<file path="config.mk">
export PLATFORM = sky130hd
export DESIGN_NAME = servo_speed_limit_mode_select
export DESIGN_NICKNAME = d
export VERILOG_FILES = /design/src/rtl/contact_filter.v /design/src/rtl/servo_speed_limit_mode_select.v
export VERILOG_INCLUDE_DIRS = /design/src /design/src/rtl
export SDC_FILE = /design/constraint.sdc
export NUM_CORES = 1
export LEC_CHECK = 0
export BUFFER_PORTS_ARGS = -buffer_cell sky130_fd_sc_hd__clkbuf_2
export CAP_MARGIN = 20
export CORE_ASPECT_RATIO = 1.4
export CORE_MARGIN = 1
export CORE_UTILIZATION = 30
export CTS_CLUSTER_DIAMETER = 100
export DETAILED_ROUTE_END_ITERATION = 7
export PLACE_DENSITY_LB_ADDON = 0.1
export SYNTH_ARGS = -nofsm -noshare
export SYNTH_HDL_FRONTEND = slang
export SYNTH_SLANG_ARGS = --single-unit
</file>
<file path="constraint.sdc">
create_clock -name core_clk -period 10.6 [get_ports core_clk]
set_clock_uncertainty 0.05 [all_clocks]
set_input_delay 0.53 -clock core_clk [delete_from_list [all_inputs] [get_ports core_clk]]
set_output_delay 0.53 -clock core_clk [all_outputs]
set_load 0.01 [all_outputs]
</file>
<file path="src/rtl/servo_mode_defines.vh">
// Constants for the servo control-selection logic.
// Assumes a single 10 MHz core clock and digitised analog inputs.
`ifndef SERVO_MODE_DEFINES_VH
`define SERVO_MODE_DEFINES_VH

// ----------------------------------------------------------------
// Control mode setting codes
// ----------------------------------------------------------------
`define MODE_SPEED        4'h0
`define MODE_TORQUE       4'h2
`define MODE_CHANGE       4'h3

// ----------------------------------------------------------------
// Offset range in millivolts
// ----------------------------------------------------------------
`define OFFSET_MAX_MV     999
`define OFFSET_MIN_MV     (-999)

// ----------------------------------------------------------------
// Drive direction codes
// ----------------------------------------------------------------
`define DIR_STOP          2'h0
`define DIR_CCW           2'h1
`define DIR_CW            2'h2

// ----------------------------------------------------------------
// Display selection codes
// ----------------------------------------------------------------
`define DISP_SPEED        2'h0
`define DISP_TORQUE       2'h1
`define DISP_DATA         2'h2

// ----------------------------------------------------------------
// Timing
// ----------------------------------------------------------------
`define CLK_HZ            10000000
`define SPLASH_MS         2000
`define SPLASH_CYCLES     ((`CLK_HZ / 1000) * `SPLASH_MS)
`define FILTER_US         3555
`define FILTER_CYCLES     ((`CLK_HZ / 1000000) * `FILTER_US)

`endif

</file>
<file path="src/rtl/contact_filter.v">
// Input filter for one contact: two-flop synchroniser, then a
// stability counter. Assumes the contact is asynchronous to core_clk.
`timescale 1ns/1ps
`default_nettype none

module contact_filter #(
   parameter integer CNT_W  = 16,
   parameter integer CYCLES = 35550
) (
   input  wire core_clk,
   input  wire sys_rst,
   input  wire raw,
   output reg  clean
);

   // ----------------------------------------------------------------
   // Synchroniser
   // ----------------------------------------------------------------
   reg             meta_q;
   reg             sync_q;
   reg [CNT_W-1:0] cnt_q;

   always @(posedge core_clk) begin
      if (sys_rst) begin
         meta_q <= 1'b0;
         sync_q <= 1'b0;
      end else begin
         meta_q <= raw;
         sync_q <= meta_q;
      end
   end

   // ----------------------------------------------------------------
   // Stability filter
   // ----------------------------------------------------------------
   // Chatter shorter than the filter window never reaches the decoders
   always @(posedge core_clk) begin
      if (sys_rst) begin
         cnt_q <= {CNT_W{1'b0}};
         clean <= 1'b0;
      end else if (sync_q == clean) begin
         cnt_q <= {CNT_W{1'b0}};
      end else if (cnt_q >= CYCLES[CNT_W-1:0] - 1'b1) begin
         cnt_q <= {CNT_W{1'b0}};
         clean <= sync_q;
      end else begin
         cnt_q <= cnt_q + 1'b1;
      end
   end

endmodule

`default_nettype wire

</file>
<file path="src/rtl/servo_speed_limit_mode_select.v">
// Control-selection logic: mode choice, speed/torque limit sources,
// drive direction, limit-reached flag and power-on display sequence.
// Assumes analog inputs arrive already digitised on core_clk.
`timescale 1ns/1ps
`default_nettype none
`include "servo_mode_defines.vh"

module servo_speed_limit_mode_select #(
   parameter integer W          = 16,
   parameter integer FILT_CYC   = `FILTER_CYCLES,
   parameter integer SPLASH_CYC = `SPLASH_CYCLES
) (
   input  wire                core_clk,
   input  wire                sys_rst,
   input  wire [3:0]          mode_setting,
   input  wire signed [W-1:0] analog_torque_cmd,
   input  wire signed [W-1:0] torque_offset_mv,
   input  wire [W-1:0]        analog_torque_limit,
   input  wire [W-1:0]        torque_limit1,
   input  wire signed [W-1:0] analog_speed_limit,
   input  wire [7*W-1:0]      internal_speed_limits,
   input  wire [W-1:0]        speed_cmd,
   input  wire signed [W-1:0] motor_speed,
   input  wire                fwd_dir_select,
   input  wire                rev_dir_select,
   input  wire                speed_sel_bit1,
   input  wire                speed_sel_bit2,
   input  wire                speed_sel_bit3,
   input  wire                control_change_input,
   input  wire                fwd_start_input,
   input  wire                rev_start_input,
   input  wire                servo_enable_input,
   output reg                 torque_mode,
   output reg  [1:0]          drive_dir,
   output reg                 coast,
   output reg                 decel_stop,
   output reg                 servo_locked,
   output reg  signed [W-1:0] torque_cmd_out,
   output reg  [W-1:0]        torque_limit_out,
   output reg  [W-1:0]        speed_limit_out,
   output reg                 limiting_speed_flag,
   output reg  [1:0]          display_sel
);

   // ----------------------------------------------------------------
   // Contact filtering
   // ----------------------------------------------------------------
   localparam integer NIN = 9;
   wire [NIN-1:0] raw_in;
   wire [NIN-1:0] filt;

   assign raw_in = {servo_enable_input, rev_start_input, fwd_start_input,
                    control_change_input, speed_sel_bit3, speed_sel_bit2,
                    speed_sel_bit1, rev_dir_select, fwd_dir_select};

   genvar gi;
   generate
      for (gi = 0; gi < NIN; gi = gi + 1) begin : g_filt
         contact_filter #(
            .CNT_W  (16),
            .CYCLES (FILT_CYC)
         ) u_filt (
            .core_clk (core_clk),
            .sys_rst  (sys_rst),
            .raw      (raw_in[gi]),
            .clean    (filt[gi])
         );
      end
   endgenerate

   wire       f_fwd_sel = filt[0];
   wire       f_rev_sel = filt[1];
   wire [2:0] f_sp      = filt[4:2];
   wire       f_chg     = filt[5];
   wire       f_st1     = filt[6];
   wire       f_st2     = filt[7];
   wire       f_son     = filt[8];

   // ----------------------------------------------------------------
   // Mode latch
   // ----------------------------------------------------------------
   // Sampled once after reset release; later writes wait for a power cycle
   reg       mode_valid_q;
   reg [3:0] mode_q;

   always @(posedge core_clk) begin
      if (sys_rst) begin
         mode_valid_q <= 1'b0;
         mode_q       <= `MODE_SPEED;
      end else if (!mode_valid_q) begin
         mode_valid_q <= 1'b1;
         mode_q       <= mode_setting;
      end
   end

   reg torque_now;
   always @* begin
      case (mode_q)
         `MODE_TORQUE: torque_now = 1'b1;
         `MODE_CHANGE: torque_now = f_chg;
         default:      torque_now = 1'b0;
      endcase
   end

   // ----------------------------------------------------------------
   // Limit selection and command shaping
   // ----------------------------------------------------------------
   // Offset bounds held at sum width so the clamp never truncates
   localparam signed [W+1:0] OFF_MAX = `OFFSET_MAX_MV;
   localparam signed [W+1:0] OFF_MIN = `OFFSET_MIN_MV;
   reg        [W-1:0] int_lim;
   reg        [W-1:0] sel_lim;
   reg signed [W+1:0] off_clamp;
   reg signed [W+1:0] tc_sum;
   reg signed [W-1:0] tc_d;
   reg        [W-1:0] abs_spd;
   reg                at_limit;

   always @* begin
      int_lim = internal_speed_limits[W-1:0];
      if (f_sp != 3'h0)
         int_lim = internal_speed_limits[(f_sp-3'h1)*W +: W];
      sel_lim = (f_sp == 3'h0) ?
                (analog_speed_limit[W-1] ? -analog_speed_limit
                                         : analog_speed_limit)
                : int_lim;
      off_clamp = {{2{torque_offset_mv[W-1]}}, torque_offset_mv};
      if (off_clamp > OFF_MAX)
         off_clamp = OFF_MAX;
      if (off_clamp < OFF_MIN)
         off_clamp = OFF_MIN;
      tc_sum = analog_torque_cmd + off_clamp;
      // Saturate so an offset cannot wrap a full-scale command
      if (tc_sum > $signed({3'b000, {(W-1){1'b1}}}))
         tc_d = {1'b0, {(W-1){1'b1}}};
      else if (tc_sum < $signed({3'b111, {(W-1){1'b0}}}))
         tc_d = {1'b1, {(W-1){1'b0}}};
      else
         tc_d = tc_sum[W-1:0];
      abs_spd  = motor_speed[W-1] ? -motor_speed : motor_speed;
      at_limit = abs_spd >= sel_lim;
   end

   // ----------------------------------------------------------------
   // Direction decode
   // ----------------------------------------------------------------
   reg [1:0] dir_d;
   reg       coast_d;
   reg       decel_d;
   reg       lim_neg;

   always @* begin
      dir_d   = `DIR_STOP;
      coast_d = 1'b0;
      decel_d = 1'b0;
      lim_neg = (f_sp == 3'h0) && analog_speed_limit[W-1];
      if (!f_son) begin
         coast_d = 1'b1;
      end else if (torque_now) begin
         if (f_fwd_sel == f_rev_sel)
            coast_d = 1'b1;
         else if (f_fwd_sel)
            dir_d = lim_neg ? `DIR_CW : `DIR_CCW;
         else
            dir_d = lim_neg ? `DIR_CCW : `DIR_CW;
      end else begin
         if (f_st1 && !f_st2)
            dir_d = `DIR_CCW;
         else if (f_st2 && !f_st1)
            dir_d = `DIR_CW;
         else
            decel_d = 1'b1;
      end
   end

   // ----------------------------------------------------------------
   // Registered outputs
   // ----------------------------------------------------------------
   always @(posedge core_clk) begin
      if (sys_rst) begin
         torque_mode         <= 1'b0;
         drive_dir           <= `DIR_STOP;
         coast               <= 1'b1;
         decel_stop          <= 1'b0;
         servo_locked        <= 1'b0;
         torque_cmd_out      <= {W{1'b0}};
         torque_limit_out    <= {W{1'b0}};
         speed_limit_out     <= {W{1'b0}};
         limiting_speed_flag <= 1'b0;
      end else begin
         torque_mode      <= torque_now;
         drive_dir        <= dir_d;
         coast            <= coast_d;
         decel_stop       <= decel_d;
         servo_locked     <= f_son && !coast_d;
         torque_cmd_out   <= torque_now ? tc_d : {W{1'b0}};
         // Analog torque limit is deliberately unused in torque mode
         torque_limit_out <= torque_now ? torque_limit1
                             : ((analog_torque_limit < torque_limit1) ?
                                analog_torque_limit : torque_limit1);
         speed_limit_out  <= torque_now ? sel_lim : speed_cmd;
         limiting_speed_flag <= torque_now && f_son && at_limit;
      end
   end

   // ----------------------------------------------------------------
   // Power-on display
   // ----------------------------------------------------------------
   reg [31:0] splash_q;

   always @(posedge core_clk) begin
      if (sys_rst) begin
         splash_q    <= 32'h0;
         display_sel <= `DISP_SPEED;
      end else if (splash_q < SPLASH_CYC) begin
         splash_q    <= splash_q + 32'h1;
         display_sel <= (mode_q == `MODE_TORQUE) ? `DISP_TORQUE
                                                 : `DISP_SPEED;
      end else begin
         display_sel <= `DISP_DATA;
      end
   end

endmodule

`default_nettype wire

</file>
==> results.toml, run 1 <==
[setup_path]
cp_max_fo = 37
crit_chain = "buf_4, clkinv_1, ha_1, buf_4, nor2b_1, a221oi_1, a2111oi_0, a21oi_1, ha_1, a21o_1, a21o_1, a21o_1, a21o_1, a2111oi_0, o21ai_0"
crit_path_frequent_cell = "a21o_1"
cp_data_arrival_time_ns = 5.92
cp.required_ns = 10.96
start_kind = "flop"
end_kind = "flop"
criticalPathCategory = "flop to flop"
cp_slowest_stage_delay_ns = 0.85
critPathSlowestCell = "nor2b_1"

[clock_tree]
numCtsBuffers = 29
clock_latency_ns = 0.55
h-tree-depth = 1
cts_buffer_depth = 3
cts_setup_buffers = 0
cts_root_buf = "clkbuf_16"
clk_pin_slew_ns = 0.06
clock_sinks = 265
cts_hold_buf = 0
cts_tree = "yes"
cts_resized = 0

[timing]
timing_hold_violations_final = 0
setup-tns-final_ns = 0
max_freq_mhz = 180.0
period_minus_slack_ns = 5.555
setup_viol = 0
rsz0062_at_grt = "false"
maxSlewHeadroom_pct = 33.84
worstMarginPinSlew_ns = 0.9903
whs_ns = 0.1414
finalMaxSlewViolations = 0
period_share_pct = 52.40

[detailed_routing]
vias = 12320
drtIter0Drc = 471
drt_wl_total_mm = 37.83
vias_per_cell = 4.775
dr.pass1.iters = 5
wl_per_cell_microns = 14.66
ant_nets = 0
drcViolationCount = 0

[synthesis]
synth_area_sq_um = 14110
synth_fa_ha_area_share_pct = 7.238
synthMuxAreaShare_pct = 4.337
synth-warning-count = 0
synth_common_cells = "dfxtp_1 (265), nor2_1 (251), nand2_1 (134), a21oi_1 (93)"
async_reset_ff_share_pct = 0
synth_compound_area_share_pct = 14.73
synth_cells = 1670
synth_top_cell_by_area = "dfxtp_1"
synthMostInstantiatedCell = "dfxtp_1"
avgSynthCellArea_sq_um = 8.447
synth_xor_area_share_pct = 11.18
ys_ff_latch = 265
netlist.area_leader.share_pct = 37.61
synth_edf_count = 0
synth_nets = 1990
ys_types = 65
synth_top_family_by_area = "simple AND/OR/NAND/NOR gates"
ys_top_cells_by_area = "dfxtp_1 (38%), ha_1 (7.1%), nor2_1 (6.7%)"
seq_area_frac_synth_pct = 37.61
synthFlopType = "dfxtp_1"
synth-simple-area-share_pct = 21.04

[final_layout]
area_growth_pct = 21.47
fin_area_sq_um = 17130
fin_nets = 2261
drive_gt1_share_pct = 20.23

[global_route]
use_met2_pct = 27.32
antenna_found_initial = 1
grt-ovfl-total = 0
grt_pass1_wl_mm = 60.01
grt_pass1_vias = 11930
grt_util_met1_pct = 18.66
busiest_layer = "met2"
grt_max_degree = 62
globalRouteTotalUtil_pct = 15.30
grt_util_met3_pct = 2.375

[status]
outcome = "finished, final reports clean"

[placement]
dpl_cell_area_sq_um = 16190
gp_congestion = 0.8915
dpl.hpwl_mm = 28.94
numPortBuffers = 295

[power]
p_leak_nw = 7.038
power_density_nw_per_um2 = 134.1
vdd.ir_drop.worst_mv = 0.1059

[hold_path]
hold_class = "primary input to flop"

[die]
initial_core_util_pct = 30.54
die_h_microns = 258.6
boundaryPins = 296
core_area_sq_um = 46200
num_rows = 93
die_w_microns = 185.3
dieArea_sq_um = 47900

[flow_run]
drv_cap = 0
==> worst max-delay path: cells and delay by family, from the launching register on <==
kind                     cells  cell delay (ns)
AO/OA/AOI/OAI                9             2.18
adder cells (fa/ha/maj)      2             0.81
buffers and inverters        3             1.19
flip-flops                   1             0.30
AND/OR/NAND/NOR              1             0.85
==> layout by cell type, fill, tap and decap left out, drive strengths merged, types with 11 or more instances in the layout <==
| cell type | n |
|---|---|
| o21ai | 50 |
| nor3 | 23 |
| ha | 80 |
| dfxtp | 265 |
| inv | 81 |
| nor2 | 251 |
| a211oi | 16 |
| o211ai | 11 |
| mux2i | 24 |
| and3 | 34 |
| nor2b | 33 |
| a2111oi | 12 |
| a21oi | 93 |
| clkbuf | 337 |
| nand2b | 17 |
| nand4 | 31 |
| xor2 | 90 |
| o21bai | 11 |
| a221oi | 12 |
| nand2 | 134 |
| nand3 | 61 |
| mux2 | 25 |
| a21o | 26 |
| xnor2 | 90 |
| o22ai | 14 |
==> logic make-up after synthesis <==
family                   after synthesis
multiplexers                          53
XOR/XNOR                             180
flip-flops                           265
adder cells (fa/ha/maj)               81
AND/OR/NAND/NOR                      633
buffers and inverters                144
AO/OA/AOI/OAI                        314
==> worst paths after layout <==
path / from / to / slack, ns / cells past startpoint
worst max-delay path: g_filt[2].u_filt.clean$_SDFFE_PP0P_ / limiting_speed_flag$_SDFF_PP0_ / 5.05 / 15
worst min-delay path: servo_enable_input / g_filt[8].u_filt.meta_q$_SDFF_PP0_ / 0.14 / 2
worst max register to register: g_filt[2].u_filt.clean$_SDFFE_PP0P_ / limiting_speed_flag$_SDFF_PP0_ / 5.05 / 15
worst min register to register: g_filt[3].u_filt.meta_q$_SDFF_PP0_ / g_filt[3].u_filt.sync_q$_SDFF_PP0_ / 0.39 / 1
==> sequential cells by signal, indices dropped and copies added (netlist names) <==
name,flops
g_filt.u_filt.clean,9
torque_cmd_out,16
drive_dir,2
g_filt.u_filt.sync_q,9
servo_locked,1
display_sel,2
g_filt.u_filt.meta_q,9
mode_valid_q,1
coast,1
limiting_speed_flag,1
speed_limit_out,16
g_filt.u_filt.cnt_q,144
torque_mode,1
mode_q,4
torque_limit_out,16
splash_q,32
decel_stop,1
==> power breakdown <==
part,total (W),internal [W],leakage [nW],switching [W]
Sequential,0.00102,0.00102,2.15,0.00000881
Clock,0.000989,0.000576,0.468,0.000413
Combinational,0.000284,0.000127,4.42,0.000157
==> layer usage <==
metal | part of all wire [%] | vias to the layer above
li1 | - | 6334
met1 | 44 | 5672
met2 | 49 | 260
met3 | 5.2 | 53
met4 | 2.2 | 0
met5 | 0 | -
==> per-stage QoR <==
stage / setup slack (ns) / util [%] / power, W / cells
after floorplan: 6.406 / - / 0.001216 / 1670
after global routing: 4.518 / 37.09 / 0.002417 / 2580
after CTS: 5.030 / 37.08 / 0.002348 / 2579
after detailed placement: 5.077 / 35.05 / 0.001331 / 2527
final: 5.045 / 37.09 / 0.002297 / 2580
after global placement: 5.130 / 35.05 / 0.001332 / 2527
==> final cells by class <==
type | instances | area, sq um
Antenna cell | 1 | 2.502
Clock buffer | 43 | 888.4
Clock inverter | 9 | 53.80
Fill cell | 4866 | 29060
Inverter | 81 | 304.0
Multi-Input combinational cell | 1261 | 8269
Sequential cell | 265 | 5305
Tap cell | 617 | 772.0
Timing Repair Buffer | 303 | 1539
Note: power is estimated with default switching activity, not from simulation.
==> run 2, diff against run 1 <==
--- a/config.mk
+++ b/config.mk
@@ -6,6 +6,7 @@
 export SDC_FILE = /design/constraint.sdc
 export NUM_CORES = 1
 export LEC_CHECK = 0
+export ABC_AREA = 1
 export BUFFER_PORTS_ARGS = -buffer_cell sky130_fd_sc_hd__clkbuf_2
 export CAP_MARGIN = 20
 export CORE_ASPECT_RATIO = 1.4
==> constraint.sdc (replaced) <==
create_clock -name core_clk -period 5.34 [get_ports core_clk]
set_clock_uncertainty 0.05 [all_clocks]
set_input_delay 0.267 -clock core_clk [delete_from_list [all_inputs] [get_ports core_clk]]
set_output_delay 0.267 -clock core_clk [all_outputs]
set_load 0.01 [all_outputs]
==> results.toml, run 2 <==
[status]
outcome = "finished, final reports clean"

[setup_path]
cp_top_family = "compound AO/OA/AOI/OAI gates"
cp.required_ns = 5.74
start_kind = "flop"
crit_cells = 14
cp_slowest_stage_delay_ns = 0.58
r2r.worst_path.cells = 14
end_kind = "flop"
criticalPathCategory = "flop to flop"
critPathSlowestCell = "nand2_1"
crit_chain = "inv_2, ha_1, nand2_1, o22ai_1, o21ai_0, o211ai_1, and2_1, ha_1, a21oi_1, o21ai_0, a21oi_1, nand3_1, nand3_1, inv_1"
crit_start = "g_filt[2].u_filt.clean$_SDFFE_PP0P_"
cp_max_fo = 20
cp_data_arrival_time_ns = 4.20
crit_buf_inv = 2
rr_startpoint = "g_filt[2].u_filt.clean$_SDFFE_PP0P_"

[final_layout]
area_growth_pct = 24.07
final_common_cell = "nand2_1"
fin_nets = 2969
final_cell_mix = "nand2_1 (472), nor2_1 (328), inv_1 (322), clkbuf_2 (295), dfxtp_1 (264)"
largest_reg_flops = 144
top_regs = "g_filt.u_filt.cnt_q: 144 flops, splash_q: 32 flops"
regMostFlops = "g_filt.u_filt.cnt_q"
drive_gt1_share_pct = 16.05

[timing]
timing_hold_violations_final = 0
max_freq_mhz = 263.5
rsz0062_at_grt = "false"
period_minus_slack_ns = 3.795
finalMaxSlewViolations = 0
whs_ns = 0.03537
period_share_pct = 71.07
worstMarginPinSlew_ns = 1.043
setup_viol = 0
maxSlewHeadroom_pct = 30.32
setup-tns-final_ns = 0

[clock_tree]
clk_pin_slew_ns = 0.06
h-tree-depth = 2
cts_buffer_depth = 3
clock_sinks = 265
cts_root_buf = "clkbuf_16"
cts_hold_buf = 53
cts_tree = "yes"
cts_setup_buffers = 0
clock_latency_ns = 0.55
numCtsBuffers = 34
cts_resized = 0

[global_route]
globalRouteTotalUtil_pct = 18.88
grt_pass1_vias = 15840
grt-ovfl-total = 0
grt_pass1_wl_mm = 80.17
antenna_found_initial = 15
grt_max_degree = 58

[die]
dieArea_sq_um = 53880
die_w_microns = 196.5
initial_core_util_pct = 30.46
die_h_microns = 274.3
num_rows = 99
boundaryPins = 296
core_area_sq_um = 52150

[detailed_routing]
vias = 15730
wl_per_cell_microns = 15.08
drtIter0Drc = 557
drcViolationCount = 0
vias_per_cell = 4.645
ant_nets = 0
drt_wl_total_mm = 51.07
dr.pass1.iters = 5

[hold_path]
hold_class = "primary input to flop"
hold_depth = 4
hp-start = "analog_torque_limit[4]"

[power]
finalPower_w = 0.005057
p_leak_nw = 8.601
vdd.ir_drop.worst_mv = 0.2165
power_density_nw_per_um2 = 256.6

[synthesis]
synthFlopType = "dfxtp_1"
synth-warning-count = 0
synth_common_cells = "nand2_1 (472), nor2_1 (329), inv_1 (323), dfxtp_1 (265), nand3_1 (151)"
netlist.area_leader.share_pct = 33.40
ys_types = 62
synth_area_sq_um = 15880
synth_nets = 2636
synth_cells = 2316
avgSynthCellArea_sq_um = 6.858
ys_top_cells_by_area = "dfxtp_1 (33%), nand2_1 (11%), nor2_1 (7.8%)"
synthMostInstantiatedCell = "nand2_1"
synth_edf_count = 0
seq_area_frac_synth_pct = 33.40
ys_ff_latch = 265
synth_top_cell_by_area = "dfxtp_1"
async_reset_ff_share_pct = 0

[placement]
gp_congestion = 0.8547
numPortBuffers = 295
dpl.hpwl_mm = 40.36

[flow_run]
drv_cap = 0
==> run 2: cell types whose count changed after synthesis, sizes merged, moves of 34 or more <==
| cell | change |
|---|---|
| o21ai | +34 |
| clkbuf | -35 |
| nand2 | +346 |
| xnor2 | -54 |
| nand3 | +94 |
| a21oi | +50 |
| inv | +249 |
| nor2 | +94 |
| nor3 | +42 |
==> run 2: kinds of logic (layout without fill, tap and decap cells) <==
group,after synthesis,in the layout,share of synthesized area [%]
DFF,265,265,33.40
adders and majority gates,81,81,6.428
AOI/OAI and AO/OA,282,282,10.26
other,0,7,0
xor gates and xnor gates,130,130,7.169
and+or+nand+nor,1170,1170,32.93
buffers and inverters,388,745,9.808
==> run 2: final timing paths <==
| check | to | slack, ns |
|---|---|---|
| min reg2reg | g_filt[8].u_filt.sync_q$_SDFF_PP0_ | 0.36 |
| max | limiting_speed_flag$_SDFF_PP0_ | 1.55 |
| min | torque_limit_out[4]$_SDFF_PP0_ | 0.04 |
| max reg2reg | limiting_speed_flag$_SDFF_PP0_ | 1.55 |
==> run 2: final cells by class <==
type	count	area (sq um)
inverter	329	1237
clock buffer	42	940.9
sequential	265	5306
fill	5679	32440
multi-input combinational	1663	9022
clock inverter	18	226.5
tap	707	884.6
timing repair buffer	356	2071
antenna	7	17.52
==> run 2: worst min-delay path: cells and delay by family <==
| family | cells | cell delay (ns) |
|---|---|---|
| AND/OR/NAND/NOR | 3 | 0.22 |
| buffers and inverters | 1 | 0.09 |
==> run 2: where the power goes <==
part | internal (W) | total [W] | switching, W
Sequential | 0.00202 | 0.00204 | 0.0000183
Combinational | 0.000257 | 0.000606 | 0.000349
Clock | 0.00146 | 0.00241 | 0.000957
==> run 2: through the flow <==
| step | instances | worst slack (ns) | cell area [sq um] | util [%] |
|---|---|---|---|---|
| after global placement | 3266 | 1.390 | 17980 | 34.48 |
| after global routing | 3385 | 1.235 | 19700 | 37.78 |
| after detailed placement | 3267 | 1.288 | 17990 | 34.50 |
| final | 3387 | 1.545 | 19710 | 37.79 |
| after floorplan | 2316 | 1.897 | 15880 | - |
| after CTS | 3380 | 1.548 | 19690 | 37.76 |
==> run 2: metal layers <==
layer | wire, microns | track usage (%)
met1 | 20810 | 21.07
met2 | 25470 | 34.22
met3 | 3213 | 4.945
met4 | 1481 | 6.743
met5 | 100 | 0
